### src/efdc_cfg.svh
// constants for the enclave flag and debug control block
`ifndef EFDC_CFG_SVH
`define EFDC_CFG_SVH
`define EFDC_ADDR_CTRL      8'h00
`define EFDC_ADDR_FLAGS     8'h04
`define EFDC_ADDR_CMD       8'h08
`define EFDC_ADDR_STATUS    8'h0C
`define EFDC_ADDR_KEYREG    8'h10
`define EFDC_ADDR_SAVFLG    8'h14
`define EFDC_ADDR_SAVKEY    8'h18
`define EFDC_ADDR_ACCESS    8'h1C
// control register bits
`define EFDC_C_PVI          0
`define EFDC_C_PKE          1
`define EFDC_C_VMXNR        2
`define EFDC_C_MTFEN        3
`define EFDC_C_XFRMPK       4
`define EFDC_C_DEBUGATTR    5
`define EFDC_C_OPTIN        6
`define EFDC_C_CPL_LO       7
`define EFDC_C_IO_PRIVILEGE_LEVEL_LO      9
// flags register bits
`define EFDC_F_TF           8
`define EFDC_F_IF           9
`define EFDC_F_VM           17
`define EFDC_F_VIF          19
`define EFDC_F_VIP          20
// status bits
`define EFDC_S_INENC        0
`define EFDC_S_OPTIN        1
`define EFDC_S_SSPEND       2
`define EFDC_S_MTFPEND      3
`define EFDC_S_GPF          4
`define EFDC_S_DBGREF       5
`define EFDC_S_PKCAP        6
`define EFDC_S_ACCDENY      7
`define EFDC_S_MASKED       8
`define EFDC_PROTECTION_KEY_REG_CAP       1'b1
`define EFDC_RESP_OKAY      2'h0
`define EFDC_RESP_SLVERR    2'h2
`endif

### src/efdc_pkg.sv
// types for the enclave flag and debug control block
package efdc_pkg;
    typedef enum logic [3:0] {
        EFDC_NOP      = 4'h0,
        EFDC_ENTER    = 4'h1,
        EFDC_RESUME   = 4'h2,
        EFDC_EXIT     = 4'h3,
        EFDC_AEX      = 4'h4,
        EFDC_STI      = 4'h5,
        EFDC_POP_FLAGS_INSTR     = 4'h6,
        EFDC_PRIVINS  = 4'h7,
        EFDC_RPTKEY   = 4'h8,
        EFDC_PAGEADD  = 4'h9,
        EFDC_DBGRD    = 4'hA,
        EFDC_DBGWR    = 4'hB,
        EFDC_OTHERVMX = 4'hC,
        EFDC_BOUNDARY = 4'hD
    } efdc_cmd_t;
    typedef enum logic [1:0] {
        EFDC_OUTSIDE = 2'b00,
        EFDC_INSIDE  = 2'b01
    } efdc_state_t;
    typedef struct packed {
        logic        enclaveAcc;
        logic        userPage;
        logic        implicitAcc;
        logic        domainOk;
        logic        legacyOk;
        logic        enclaveOk;
    } efdc_acc_t;
endpackage : efdc_pkg

### src/efdc_ctrl.sv
// enclave flag, protection key and debug control with axi4-lite registers
//
// Design decisions made here: register access over AXI4-Lite and the placing of the registers.
`include "efdc_cfg.svh"
`timescale 1ns/1ps
`default_nettype none
module efdc_ctrl
    import efdc_pkg::*;
(
    // clock and reset
    input  wire logic        mclk,
    input  wire logic        rst,
    // axi4-lite write
    input  wire logic [7:0]  awaddr,
    input  wire logic        awvalid,
    output logic             awready,
    input  wire logic [31:0] wdata,
    input  wire logic [3:0]  wstrb,
    input  wire logic        wvalid,
    output logic             wready,
    output logic [1:0]       bresp,
    output logic             bvalid,
    input  wire logic        bready,
    // axi4-lite read
    input  wire logic [7:0]  araddr,
    input  wire logic        arvalid,
    output logic             arready,
    output logic [31:0]      rdata,
    output logic [1:0]       rresp,
    output logic             rvalid,
    input  wire logic        rready,
    // instruction events
    input  wire logic [3:0]  cmdCode,
    input  wire logic        cmdValid,
    input  wire logic        cmdFault,
    input  wire logic        cmdIret,
    input  wire logic [31:0] cmdFlags,
    // results
    output logic [31:0]      flagsOut,
    output logic             stepPending,
    output logic             mtfPending,
    output logic             gpFault
);
    // register state
    logic [31:0] ctrl_ff;
    logic [31:0] flags_ff;
    logic [31:0] keyReg_ff;
    logic [31:0] savFlg_ff;
    logic [31:0] savKey_ff;
    logic [5:0]  access_ff;
    efdc_state_t state_ff;
    logic        optIn_ff;
    logic        entryTf_ff;
    logic        masked_ff;
    logic        step_ff;
    logic        mtf_ff;
    logic        gpf_ff;
    logic        dbgRef_ff;
    logic        trampStep_ff;
    logic        awHave_ff;
    logic        wHave_ff;
    logic [7:0]  awAddr_ff;
    logic [31:0] wData_ff;
    logic [3:0]  wStrb_ff;
    logic        bvalid_ff;
    logic [1:0]  bresp_ff;
    logic        rvalid_ff;
    logic [31:0] rdata_ff;
    logic [1:0]  rresp_ff;

    // field decode
    wire        pvi      = ctrl_ff[`EFDC_C_PVI];
    wire        pke      = ctrl_ff[`EFDC_C_PKE];
    wire        vmxNr    = ctrl_ff[`EFDC_C_VMXNR];
    wire        mtfEn    = ctrl_ff[`EFDC_C_MTFEN] & vmxNr;
    wire        xfrmPk   = ctrl_ff[`EFDC_C_XFRMPK] & `EFDC_PROTECTION_KEY_REG_CAP;
    wire        dbgAttr  = ctrl_ff[`EFDC_C_DEBUGATTR];
    wire [1:0]  current_privilege_level      = ctrl_ff[`EFDC_C_CPL_LO +: 2];
    wire [1:0]  io_privilege_level     = ctrl_ff[`EFDC_C_IO_PRIVILEGE_LEVEL_LO +: 2];
    wire        inEnc    = (state_ff == EFDC_INSIDE);
    wire        effCpl3  = inEnc | (current_privilege_level == 2'h3);
    wire        cmdOk    = cmdValid;
    wire efdc_cmd_t cmd  = efdc_cmd_t'(cmdCode);
    wire        isEnter  = cmdOk & (cmd == EFDC_ENTER) & ~inEnc;
    wire        isResume = cmdOk & (cmd == EFDC_RESUME) & ~inEnc;
    wire        isEntry  = isEnter | isResume;
    wire        isExit   = cmdOk & (cmd == EFDC_EXIT) & inEnc;
    wire        isAex    = cmdOk & (cmd == EFDC_AEX) & inEnc;
    wire        isSti    = cmdOk & (cmd == EFDC_STI);
    wire        isPopf   = cmdOk & (cmd == EFDC_POP_FLAGS_INSTR);
    wire        isPriv   = cmdOk & (cmd == EFDC_PRIVINS);
    wire        isRptKey = cmdOk & (cmd == EFDC_RPTKEY);
    wire        isAdd    = cmdOk & (cmd == EFDC_PAGEADD);
    wire        isDbgRd  = cmdOk & (cmd == EFDC_DBGRD);
    wire        isDbgWr  = cmdOk & (cmd == EFDC_DBGWR);
    wire        isOthVm  = cmdOk & (cmd == EFDC_OTHERVMX);
    wire        isBound  = cmdOk & (cmd == EFDC_BOUNDARY);
    wire        tfNow    = flags_ff[`EFDC_F_TF];
    wire        stiGp    = pvi & effCpl3 & ~flags_ff[`EFDC_F_VM] & (io_privilege_level != 2'h3)
                         & flags_ff[`EFDC_F_VIP] & ~flags_ff[`EFDC_F_VIF];
    wire        dbgAllow = dbgAttr;

    // single-step and monitor-trap event sources
    // a faulting EFDC_PRIVINS or EFDC_RPTKEY hands over to its handler, so no step trap
    wire stepSet = (isPriv & tfNow & ~cmdFault)
                 | (isRptKey & tfNow & ~masked_ff & ~cmdFault)
                 | (isExit & ~optIn_ff & entryTf_ff)
                 | (trampStep_ff & cmdIret);
    // monitor trap still pends, after the fault delivery
    wire mtfSet  = (isPriv & mtfEn)
                 | (isRptKey & mtfEn & ~masked_ff)
                 | (isExit & ~optIn_ff & entryTf_ff & mtfEn)
                 | (isAex & ~optIn_ff & mtfEn);

    // flags next value
    logic [31:0] nxt_flags;
    always_comb begin
        nxt_flags = flags_ff;
        if (isEnter) begin
            nxt_flags = flags_ff;
        end else if (isResume) begin
            nxt_flags = cmdFlags;
            nxt_flags[`EFDC_F_VIP] = flags_ff[`EFDC_F_VIP];
            nxt_flags[`EFDC_F_VIF] = flags_ff[`EFDC_F_VIF];
        end
        if (isEntry & ~ctrl_ff[`EFDC_C_OPTIN]) begin
            nxt_flags[`EFDC_F_TF] = 1'b0;
        end
        if ((isExit | isAex) & ~optIn_ff) begin
            nxt_flags[`EFDC_F_TF] = entryTf_ff;
        end
        if (isSti & ~stiGp) begin
            nxt_flags[`EFDC_F_IF] = 1'b1;
        end
        if (isPopf) begin
            nxt_flags = cmdFlags;
            if (inEnc & ~optIn_ff) begin
                nxt_flags[`EFDC_F_TF] = 1'b0;
            end
        end
    end

    // bus handshake decode
    wire        wrGo   = awHave_ff & wHave_ff & ~bvalid_ff;
    wire        rdGo   = arvalid & ~rvalid_ff;
    wire        wrCtrl = wrGo & (awAddr_ff == `EFDC_ADDR_CTRL);
    wire        wrKey  = wrGo & (awAddr_ff == `EFDC_ADDR_KEYREG);
    wire        wrAcc  = wrGo & (awAddr_ff == `EFDC_ADDR_ACCESS);
    wire        wrOk   = wrCtrl | wrKey | wrAcc;
    wire        keyOk  = pke;
    wire        optInW = ctrl_ff[`EFDC_C_OPTIN];
    wire efdc_acc_t acc = efdc_acc_t'(access_ff);
    wire        domainApplies = pke & ~acc.implicitAcc
                              & (~acc.enclaveAcc | acc.userPage);
    wire        accDeny = (domainApplies & ~acc.domainOk) | ~acc.legacyOk
                        | (acc.enclaveAcc & ~acc.enclaveOk);
    wire [31:0] status = {23'h0, masked_ff, accDeny, `EFDC_PROTECTION_KEY_REG_CAP, dbgRef_ff,
                          gpf_ff, mtf_ff, step_ff, optIn_ff, inEnc};
    logic [31:0] rdMux;
    logic        rdHit;
    always_comb begin
        rdHit = 1'b1;
        case (araddr)
            `EFDC_ADDR_CTRL:   rdMux = ctrl_ff;
            `EFDC_ADDR_FLAGS:  rdMux = flags_ff;
            `EFDC_ADDR_STATUS: rdMux = status;
            `EFDC_ADDR_KEYREG: rdMux = keyOk ? keyReg_ff : 32'h0;
            `EFDC_ADDR_SAVFLG: rdMux = savFlg_ff;
            `EFDC_ADDR_SAVKEY: rdMux = savKey_ff;
            `EFDC_ADDR_ACCESS: rdMux = {26'h0, access_ff};
            default: begin
                rdMux = 32'h0;
                rdHit = 1'b0;
            end
        endcase
    end
    logic [31:0] wMerged;
    always_comb begin
        wMerged = (awAddr_ff == `EFDC_ADDR_KEYREG) ? keyReg_ff : ctrl_ff;
        for (int i = 0; i < 4; i++) begin
            if (wStrb_ff[i]) wMerged[8*i +: 8] = wData_ff[8*i +: 8];
        end
    end

    // bus channel registers
    always_ff @(posedge mclk) begin
        if (rst) begin
            awHave_ff <= 1'b0;
            wHave_ff  <= 1'b0;
            awAddr_ff <= 8'h00;
            wData_ff  <= 32'h0;
            wStrb_ff  <= 4'h0;
            bvalid_ff <= 1'b0;
            bresp_ff  <= 2'h0;
            rvalid_ff <= 1'b0;
            rdata_ff  <= 32'h0;
            rresp_ff  <= 2'h0;
        end else begin
            if (awvalid & ~awHave_ff) begin
                awHave_ff <= 1'b1;
                awAddr_ff <= awaddr;
            end
            if (wvalid & ~wHave_ff) begin
                wHave_ff <= 1'b1;
                wData_ff <= wdata;
                wStrb_ff <= wstrb;
            end
            if (wrGo) begin
                awHave_ff <= 1'b0;
                wHave_ff  <= 1'b0;
                bvalid_ff <= 1'b1;
                bresp_ff  <= wrOk ? `EFDC_RESP_OKAY : `EFDC_RESP_SLVERR;
            end else if (bvalid_ff & bready) begin
                bvalid_ff <= 1'b0;
            end
            if (rdGo) begin
                rvalid_ff <= 1'b1;
                rdata_ff  <= rdMux;
                rresp_ff  <= rdHit ? `EFDC_RESP_OKAY : `EFDC_RESP_SLVERR;
            end else if (rvalid_ff & rready) begin
                rvalid_ff <= 1'b0;
            end
        end
    end

    // core state
    always_ff @(posedge mclk) begin
        if (rst) begin
            ctrl_ff      <= 32'h0;
            flags_ff     <= 32'h2;
            keyReg_ff    <= 32'h0;
            savFlg_ff    <= 32'h0;
            savKey_ff    <= 32'h0;
            access_ff    <= 6'h0;
            state_ff     <= EFDC_OUTSIDE;
            optIn_ff     <= 1'b0;
            entryTf_ff   <= 1'b0;
            masked_ff    <= 1'b0;
            step_ff      <= 1'b0;
            mtf_ff       <= 1'b0;
            gpf_ff       <= 1'b0;
            dbgRef_ff    <= 1'b0;
            trampStep_ff <= 1'b0;
        end else begin
            flags_ff <= nxt_flags;
            if (wrCtrl) ctrl_ff <= wMerged;
            if (wrAcc) access_ff <= wData_ff[5:0];
            if (isAdd) ctrl_ff[`EFDC_C_OPTIN] <= 1'b0;
            if (isDbgWr & dbgAllow) ctrl_ff[`EFDC_C_OPTIN] <= wData_ff[0];
            dbgRef_ff <= (isDbgRd | isDbgWr) ? ~dbgAllow : dbgRef_ff;
            if (wrKey & keyOk) keyReg_ff <= wMerged;
            if (isEntry) begin
                state_ff   <= EFDC_INSIDE;
                optIn_ff   <= optInW;
                entryTf_ff <= tfNow;
                masked_ff  <= ~optInW;
            end
            if (isResume & xfrmPk) keyReg_ff <= savKey_ff;
            if (isExit | isAex) begin
                state_ff  <= EFDC_OUTSIDE;
                masked_ff <= 1'b0;
            end
            if (isAex) begin
                savFlg_ff <= flags_ff;
                savFlg_ff[`EFDC_F_TF] <= 1'b0;
                trampStep_ff <= optIn_ff ? tfNow : entryTf_ff;
                if (xfrmPk) begin
                    savKey_ff <= keyReg_ff;
                    keyReg_ff <= 32'h0;
                end
            end else if (cmdIret) begin
                trampStep_ff <= 1'b0;
            end
            if (stepSet) step_ff <= 1'b1;
            else if (isBound) step_ff <= 1'b0;
            if (mtfSet) mtf_ff <= 1'b1;
            else if (isOthVm | isBound) mtf_ff <= 1'b0;
            if (isSti) gpf_ff <= stiGp;
            else if (cmdOk) gpf_ff <= 1'b0;
        end
    end

    // outputs straight from flops
    assign awready     = ~awHave_ff;
    assign wready      = ~wHave_ff;
    assign bvalid      = bvalid_ff;
    assign bresp       = bresp_ff;
    assign arready     = ~rvalid_ff;
    assign rvalid      = rvalid_ff;
    assign rdata       = rdata_ff;
    assign rresp       = rresp_ff;
    assign flagsOut    = flags_ff;
    assign stepPending = step_ff;
    assign mtfPending  = mtf_ff;
    assign gpFault     = gpf_ff;

    // checks
    a_enter_keeps_vflags: assert property (@(posedge mclk) disable iff (rst)
        isEnter |=> flags_ff[20:19] == $past(flags_ff[20:19]))
        else $error("enter changed virtual flags");
    a_resume_keeps_vflags: assert property (@(posedge mclk) disable iff (rst)
        isResume |=> flags_ff[20:19] == $past(flags_ff[20:19]))
        else $error("resume changed virtual flags");
    a_aex_saves_vflags: assert property (@(posedge mclk) disable iff (rst)
        isAex |=> savFlg_ff[20:19] == $past(flags_ff[20:19]) && savFlg_ff[8] == 1'b0)
        else $error("async exit save wrong");
    a_sti_fault_holds: assert property (@(posedge mclk) disable iff (rst)
        isSti && stiGp && !isPopf |=> gpFault && flags_ff[9] == $past(flags_ff[9]))
        else $error("set-interrupt fault wrong");
    a_sti_iopl3_sets: assert property (@(posedge mclk) disable iff (rst)
        isSti && io_privilege_level == 2'h3 && !isPopf |=> flags_ff[9] && !gpFault)
        else $error("set-interrupt at io_privilege_level 3 wrong");
    a_pop_flags_instr_optout_tf: assert property (@(posedge mclk) disable iff (rst)
        isPopf && inEnc && !optIn_ff |=> !flags_ff[8])
        else $error("pop-flags let trap through");
    a_priv_step_pend: assert property (@(posedge mclk) disable iff (rst)
        isPriv && tfNow && !cmdFault |=> stepPending)
        else $error("single-step not pended");
    a_add_clears_optin: assert property (@(posedge mclk) disable iff (rst)
        isAdd && !isDbgWr && !wrCtrl |=> !ctrl_ff[6])
        else $error("page add kept opt-in");
endmodule : efdc_ctrl
`default_nettype wire

### config.mk
export PLATFORM = sky130hd
export DESIGN_NAME = efdc_ctrl
export DESIGN_NICKNAME = d
export VERILOG_FILES = /design/src/efdc_pkg.sv /design/src/efdc_ctrl.sv
export VERILOG_INCLUDE_DIRS = /design/src
export SDC_FILE = /design/constraint.sdc
export NUM_CORES = 1
export LEC_CHECK = 0
export ABC_CLOCK_PERIOD_IN_PS = 4200
export BUFFER_PORTS_ARGS = -buffer_cell sky130_fd_sc_hd__buf_2
export CORE_UTILIZATION = 50
export CTS_CLUSTER_SIZE = 10
export DETAILED_ROUTE_END_ITERATION = 8
export GPL_ROUTABILITY_DRIVEN = 1
export GPL_TIMING_DRIVEN = 0
export PLACE_DENSITY = 0.72
export SLEW_MARGIN = 20
export SYNTH_ARGS = -nofsm -noshare
export SYNTH_HDL_FRONTEND = slang
export SYNTH_SLANG_ARGS = --single-unit
### constraint.sdc
create_clock -name mclk -period 4.2 [get_ports mclk]
set_input_delay 0.84 -clock mclk [delete_from_list [all_inputs] [get_ports mclk]]
set_output_delay 0.84 -clock mclk [all_outputs]
set_load 0.02 [all_outputs]
---- Word level (Yosys, flattened, before mapping) ----
Index checks and enable logic that the tools add are counted.
operators by class
  add/subtract/negate cells ............... 0
  multipliers ............................. 0
  div/mod/pow operators ................... 0
  magnitude comparators ................... 0
  eq/ne operators ......................... 26
  shift operators ......................... 0
  muxes and demuxes ....................... 37
  bitwise gates (word level) .............. 92
  reductions and logical operators ........ 19
operator list
  cell                number
  $mux 32             9
  $pmux 32 s7         1
  $and 1x1->1         58
  $eq 8x5->1 const B  6
  $mux 8              4
  $eq 4x4->1 const B  6
  $mux 1              20
  $not 1->1           18
  $eq 4x3->1 const B  4
  $logic_not 8->1     2
  $or 1x1->1          16
  $reduce_bool 2->1   7
  $eq 4x2->1 const B  2
  $eq 8x3->1 const B  1
  $eq 8x4->1 const B  1
  $reduce_and 2->1    4
  $mux 7              1
  $reduce_or 7->1     1
  $reduce_bool 3->1   2
  $eq 4x1->1 const B  1
  $mux 2              2
  $ne 4x1->1 const B  1
  $reduce_bool 4->1   1
  $reduce_or 2->1     2
  other kinds (4)     4
word-level totals
  register bits ........................... 258
  latch bits .............................. 0
  bits in writable memories ............... 0
  memory bits (read-only) ................. 0
  output and inout port bits .............. 76
  memories kept ........................... 0

---- Depth between registers and ports, before layout ----
  word-level depth ........................ 11
  depth in mapped cells ................... 7

---- Worst setup path after synthesis ----
OpenSTA, ideal clock, no wires.
  path kind ............................... input port to flip-flop
  start point ............................. input araddr[5]
  end point ............................... register rdata_ff[0], in the netlist rdata[0]
  library setup time ...................... 0.060 ns
  arrival time ............................ 2.292 ns
  data required time ...................... 4.140 ns
  slack ................................... 1.847 ns
  stages .................................. 5
  buffers on the path ..................... 1
  path through ............................ or3_1 -> clkbuf_1 -> or2_2 -> nor4_1 -> a221o_1
between the ends
  cells in the longest elaborated chain, start to end .. 2
ends and longest elaborated chain
  item                                RTL line          source
  start: declaration                  efdc_ctrl.sv:25   input wire logic [7:0] araddr,
  $eq 8x5->1 (tied with other cells)  efdc_ctrl.sv:163  case (araddr)
  $pmux 32 s7 (*)                     efdc_ctrl.sv:163
  end signal: assignment              efdc_ctrl.sv:218  rdata_ff <= rdMux;
  end: declaration                    efdc_ctrl.sv:68   logic [31:0] rdata_ff;
Every way passes the cells marked *; elsewhere a longest branch is shown, timed or not.
A chain may end at the register's enable or synchronous reset.

==> run summary <==
===========================================================================================
Internal power summed over all cells                                                3.92 mW
Power per standard cell area                                                    392 nW/um^2
Upper clock frequency limit                                                         385 MHz
Post-synthesis cell type with the largest combined area                        sky130_fd_sc_hd__dfxtp_1
Num CTS Buffers                                                                          30
Cell depth of the worst flop-to-flop path                                                 6
Average cell area after synthesis                                                 8.26 um^2
Path type of the worst setup path                                              input pin to flop
Number of warnings reported in the yosys synthesis log                                    0
Critical path endpoint                                                            rdata[22]
Status                                                                         finished clean
Routability Congestion                                                                0.929
Final antenna-violating net count                                                         0
Slowest stage delay, CP                                                             0.76 ns
Largest clock skew in the final design                                            0.0157 ns
Async set or reset register ratio after synthesis                                        0%
Reg2reg start                                                                        rvalid
Proportion of synthesized chip area in sequential cells                               45.8%
Synthesized area                                                                 11200 um^2
Y dimension of the die                                                               152 um
Sw Share                                                                              24.3%
Worst-path cell with the longest stage delay                                   sky130_fd_sc_hd__nor4b_2
Resized Gates After CTS                                                                   0
Clk network pwr share                                                                 44.3%
Final clock period utilization by the worst path                                      61.8%
Final-report setup violation count                                                        0
RSZ-0062 raised after global routing                                                  false
Cts hold-fix bufs                                                                         0
Most frequent cells in the layout                                              sky130_fd_sc_hd__nand2_1, sky130_fd_sc_hd__dfxtp_1, sky130_fd_sc_hd__buf_2
Count of buffers inserted at the top-level ports                                        169
Vias per cell                                                                          5.89
Setup repair bufs after CTS                                                               0
Maximum vdd drop                                                                   0.312 mV
Number of sinks driven by the clock tree                                                256
Chip width                                                                           152 um
Synth top area cells                                                           sky130_fd_sc_hd__dfxtp_1, sky130_fd_sc_hd__nand2_1, sky130_fd_sc_hd__a21oi_1
Crit path launch type                                                             input pin
HPWL after detailed placement                                                      26700 um
Number of design-rule violations left by the first detailed-router iteration            896
Clock insertion delay at the later pin of the skew report                           0.55 ns
Pin slew with the least headroom to its limit                                      0.936 ns
Maximum number of pins on one net before global-route repair                             15
Top flip-flop cell by instance count after synthesis                           sky130_fd_sc_hd__dfxtp_1
Global-route wire length before repair                                             54500 um
Count of pins on the block boundary                                                     174
Fraction of post-synthesis cell area in the top cell type by area                     45.8%
EDFF count, synth                                                                         0
Maximum level of the CTS H-tree                                                           1
Number of global-route vias before repair                                              9780
Unique cell type count in the Yosys netlist                                              63
Cell Rows                                                                                54
Routed len/inst                                                                     19.8 um
Die ar.                                                                          23000 um^2
Vias post-DR                                                                          10.8k
Net switching power figure                                                          1.26 mW
Filler-free cell count of the finished design                                          1840
Count of endpoints failing hold in the final timing report                                0
Global-route usage over all layers                                                    31.1%
Area of the placeable core                                                       21900 um^2
CP Data Arrival Time                                                                3.08 ns
Detailed-route wire length                                                         36300 um
GRT overflow                                                                              0
Required @ worst endpoint                                                           4.68 ns
Fraction of power consumed by sequential logic                                        48.5%
Reg clk slew, reported paths                                                        0.05 ns
Dpl cells                                                                              1804
Syn-to-layout area delta                                                              18.1%
Total DRC errors in the routed layout                                                     0
Share of final-layout standard cells stronger than drive strength 1                   15.1%
Final critical delay including setup and external delays                            2.60 ns
CTS Root Cell                                                                  sky130_fd_sc_hd__clkbuf_16
Hold wc startpoint                                                                 rdata[6]
Reg-to-reg slack, setup                                                             1.73 ns
Number of iterations in the first detailed-routing pass                                   6
Antenna diode count                                                                       0
Number of maximum-capacitance violations                                                  0
Number of antenna violations at the first check in global routing                         0
Clock tree from TritonCTS                                                             built
Reg2Reg Capture Point                                                             rdata[22]
Final nets                                                                             1654
Leakage power total                                                                 4.83 nW
Launch point of the worst path                                                          rst
Setup_tns                                                                              0 ns
Cells after synthesis                                                                  1354
Maximum clock insertion buffer count                                                      3
Effective utilization at floorplan                                                    51.1%
Category of the worst setup path capture point                                         flop
Class of the tightest hold or removal check                                    flop to flop
Seq cells post-synth                                                                    256
Largest fanout on the critical path                                                      10
Worst-path cell chain                                                          buf_2 -> or3b_1 -> clkbuf_1 -> nor4b_2 -> clkbuf_1 -> nor2b_1 -> a221o_1
Fin. max-slew vios                                                                        0
Combinational cell fraction of total power                                             7.2%
Relative slew slack                                                                   37.1%
Most common cell after layout, fill and taps aside                             sky130_fd_sc_hd__nand2_1
Fillers                                                                                2037
Cell occurring most often along the worst timing path                          sky130_fd_sc_hd__clkbuf_1
===========================================================================================
## critical path: cells and delay by family
family,cells,cell delay [ns]
AND/OR/NAND/NOR,3,1.32
buffers and inverters,3,0.80
AO/OA/AOI/OAI,1,0.11
## through the flow
stage	total power, mW	instance area, um^2	setup WS, ns	util (%)	hold WS [ns]
after floorplan	2.77	11200	1.85	-	0.432
after global placement	2.92	12400	1.10	56.6	0.439
after detailed placement	2.93	12400	1.07	56.6	0.445
after CTS	5.18	13200	1.61	60.3	0.453
after global routing	5.32	13200	1.42	60.3	0.473
final	5.18	13200	1.60	60.3	0.450
## logic make-up after synthesis
group / synth area share, %
AO/OA/AOI/OAI: 20.7
XOR/XNOR: 0.0783
buffers and inverters: 4.35
flip-flops: 45.8
multiplexers: 7.64
other: 0.0335
AND/OR/NAND/NOR: 21.3
## state kept, by name (all words and copies together), names as in the netlist, 4 cells and up
signal,count
acc,6
savFlg_ff,31
savKey_ff,32
rdata,32
wData_ff,32
flagsOut,32
awAddr_ff,8
wStrb_ff,4
keyReg_ff,32
ctrl_ff,32
## synth_stat cells, drive strengths merged, types with 2 or more instances
cell and count:
nor3 10, mux2i 73, nand4 5, nand2 303, or2 2, nand2b 9, nand3b 8, dfxtp 256
or4b 4, o21a 2, nor2b 34, a41oi 32, nand3 13, a21oi 171, a22oi 5, o311ai 2
o21ai 97, and3 3, a2bb2oi 2, inv 10, a221oi 2, buf 20, or4 3, a32o 2
nor3b 3, clkbuf 93, a2111oi 2, or3 3, nor2 63, mux4 5, nor4 9, a21o 2
a221o 29, a31oi 27, and2 28, a211oi 6, or3b 2
## layer usage
layer | routed length [um] | global-route usage (%)
met5 | 0 | 0
met4 | 927 | 9.90
met3 | 3810 | 8.32
met2 | 15700 | 47.2
met1 | 15900 | 42.8
## cell type report
class	instances	area, um^2	area share [%]
Multi-Input combinational cell	976	5570	42.2
Sequential cell	256	5120	38.8
Timing Repair Buffer	169	846	6.41
Clock buffer	35	811	6.14
Buffer	113	449	3.40
Tap cell	280	350	2.65
Inverter	10	37.5	0.284
Clock inverter	1	8.76	0.0663
## worst min-delay path by stage
stage	slack, ns	end	cells after the start
after floorplan	0.43	savFlg_ff[10]	2
after global placement	0.44	savFlg_ff[31]	2
after detailed placement	0.45	savFlg_ff[17]	2
after CTS	0.45	savFlg_ff[17]	2
after global routing	0.47	savFlg_ff[14]	2
final	0.45	rdata[6]	2
## power by group through the flow
stage / Clock [mW] / Sequential (mW) / Combinational [mW]
2_1_floorplan: 0 / 2.56 / 0.209
3_3_place_gp: 0 / 2.56 / 0.361
3_5_place_dp: 0 / 2.56 / 0.365
4_1_cts: 2.30 / 2.51 / 0.368
5_1_grt: 2.40 / 2.52 / 0.403
6_report: 2.29 / 2.51 / 0.373
(Power assumes the default switching activity.)
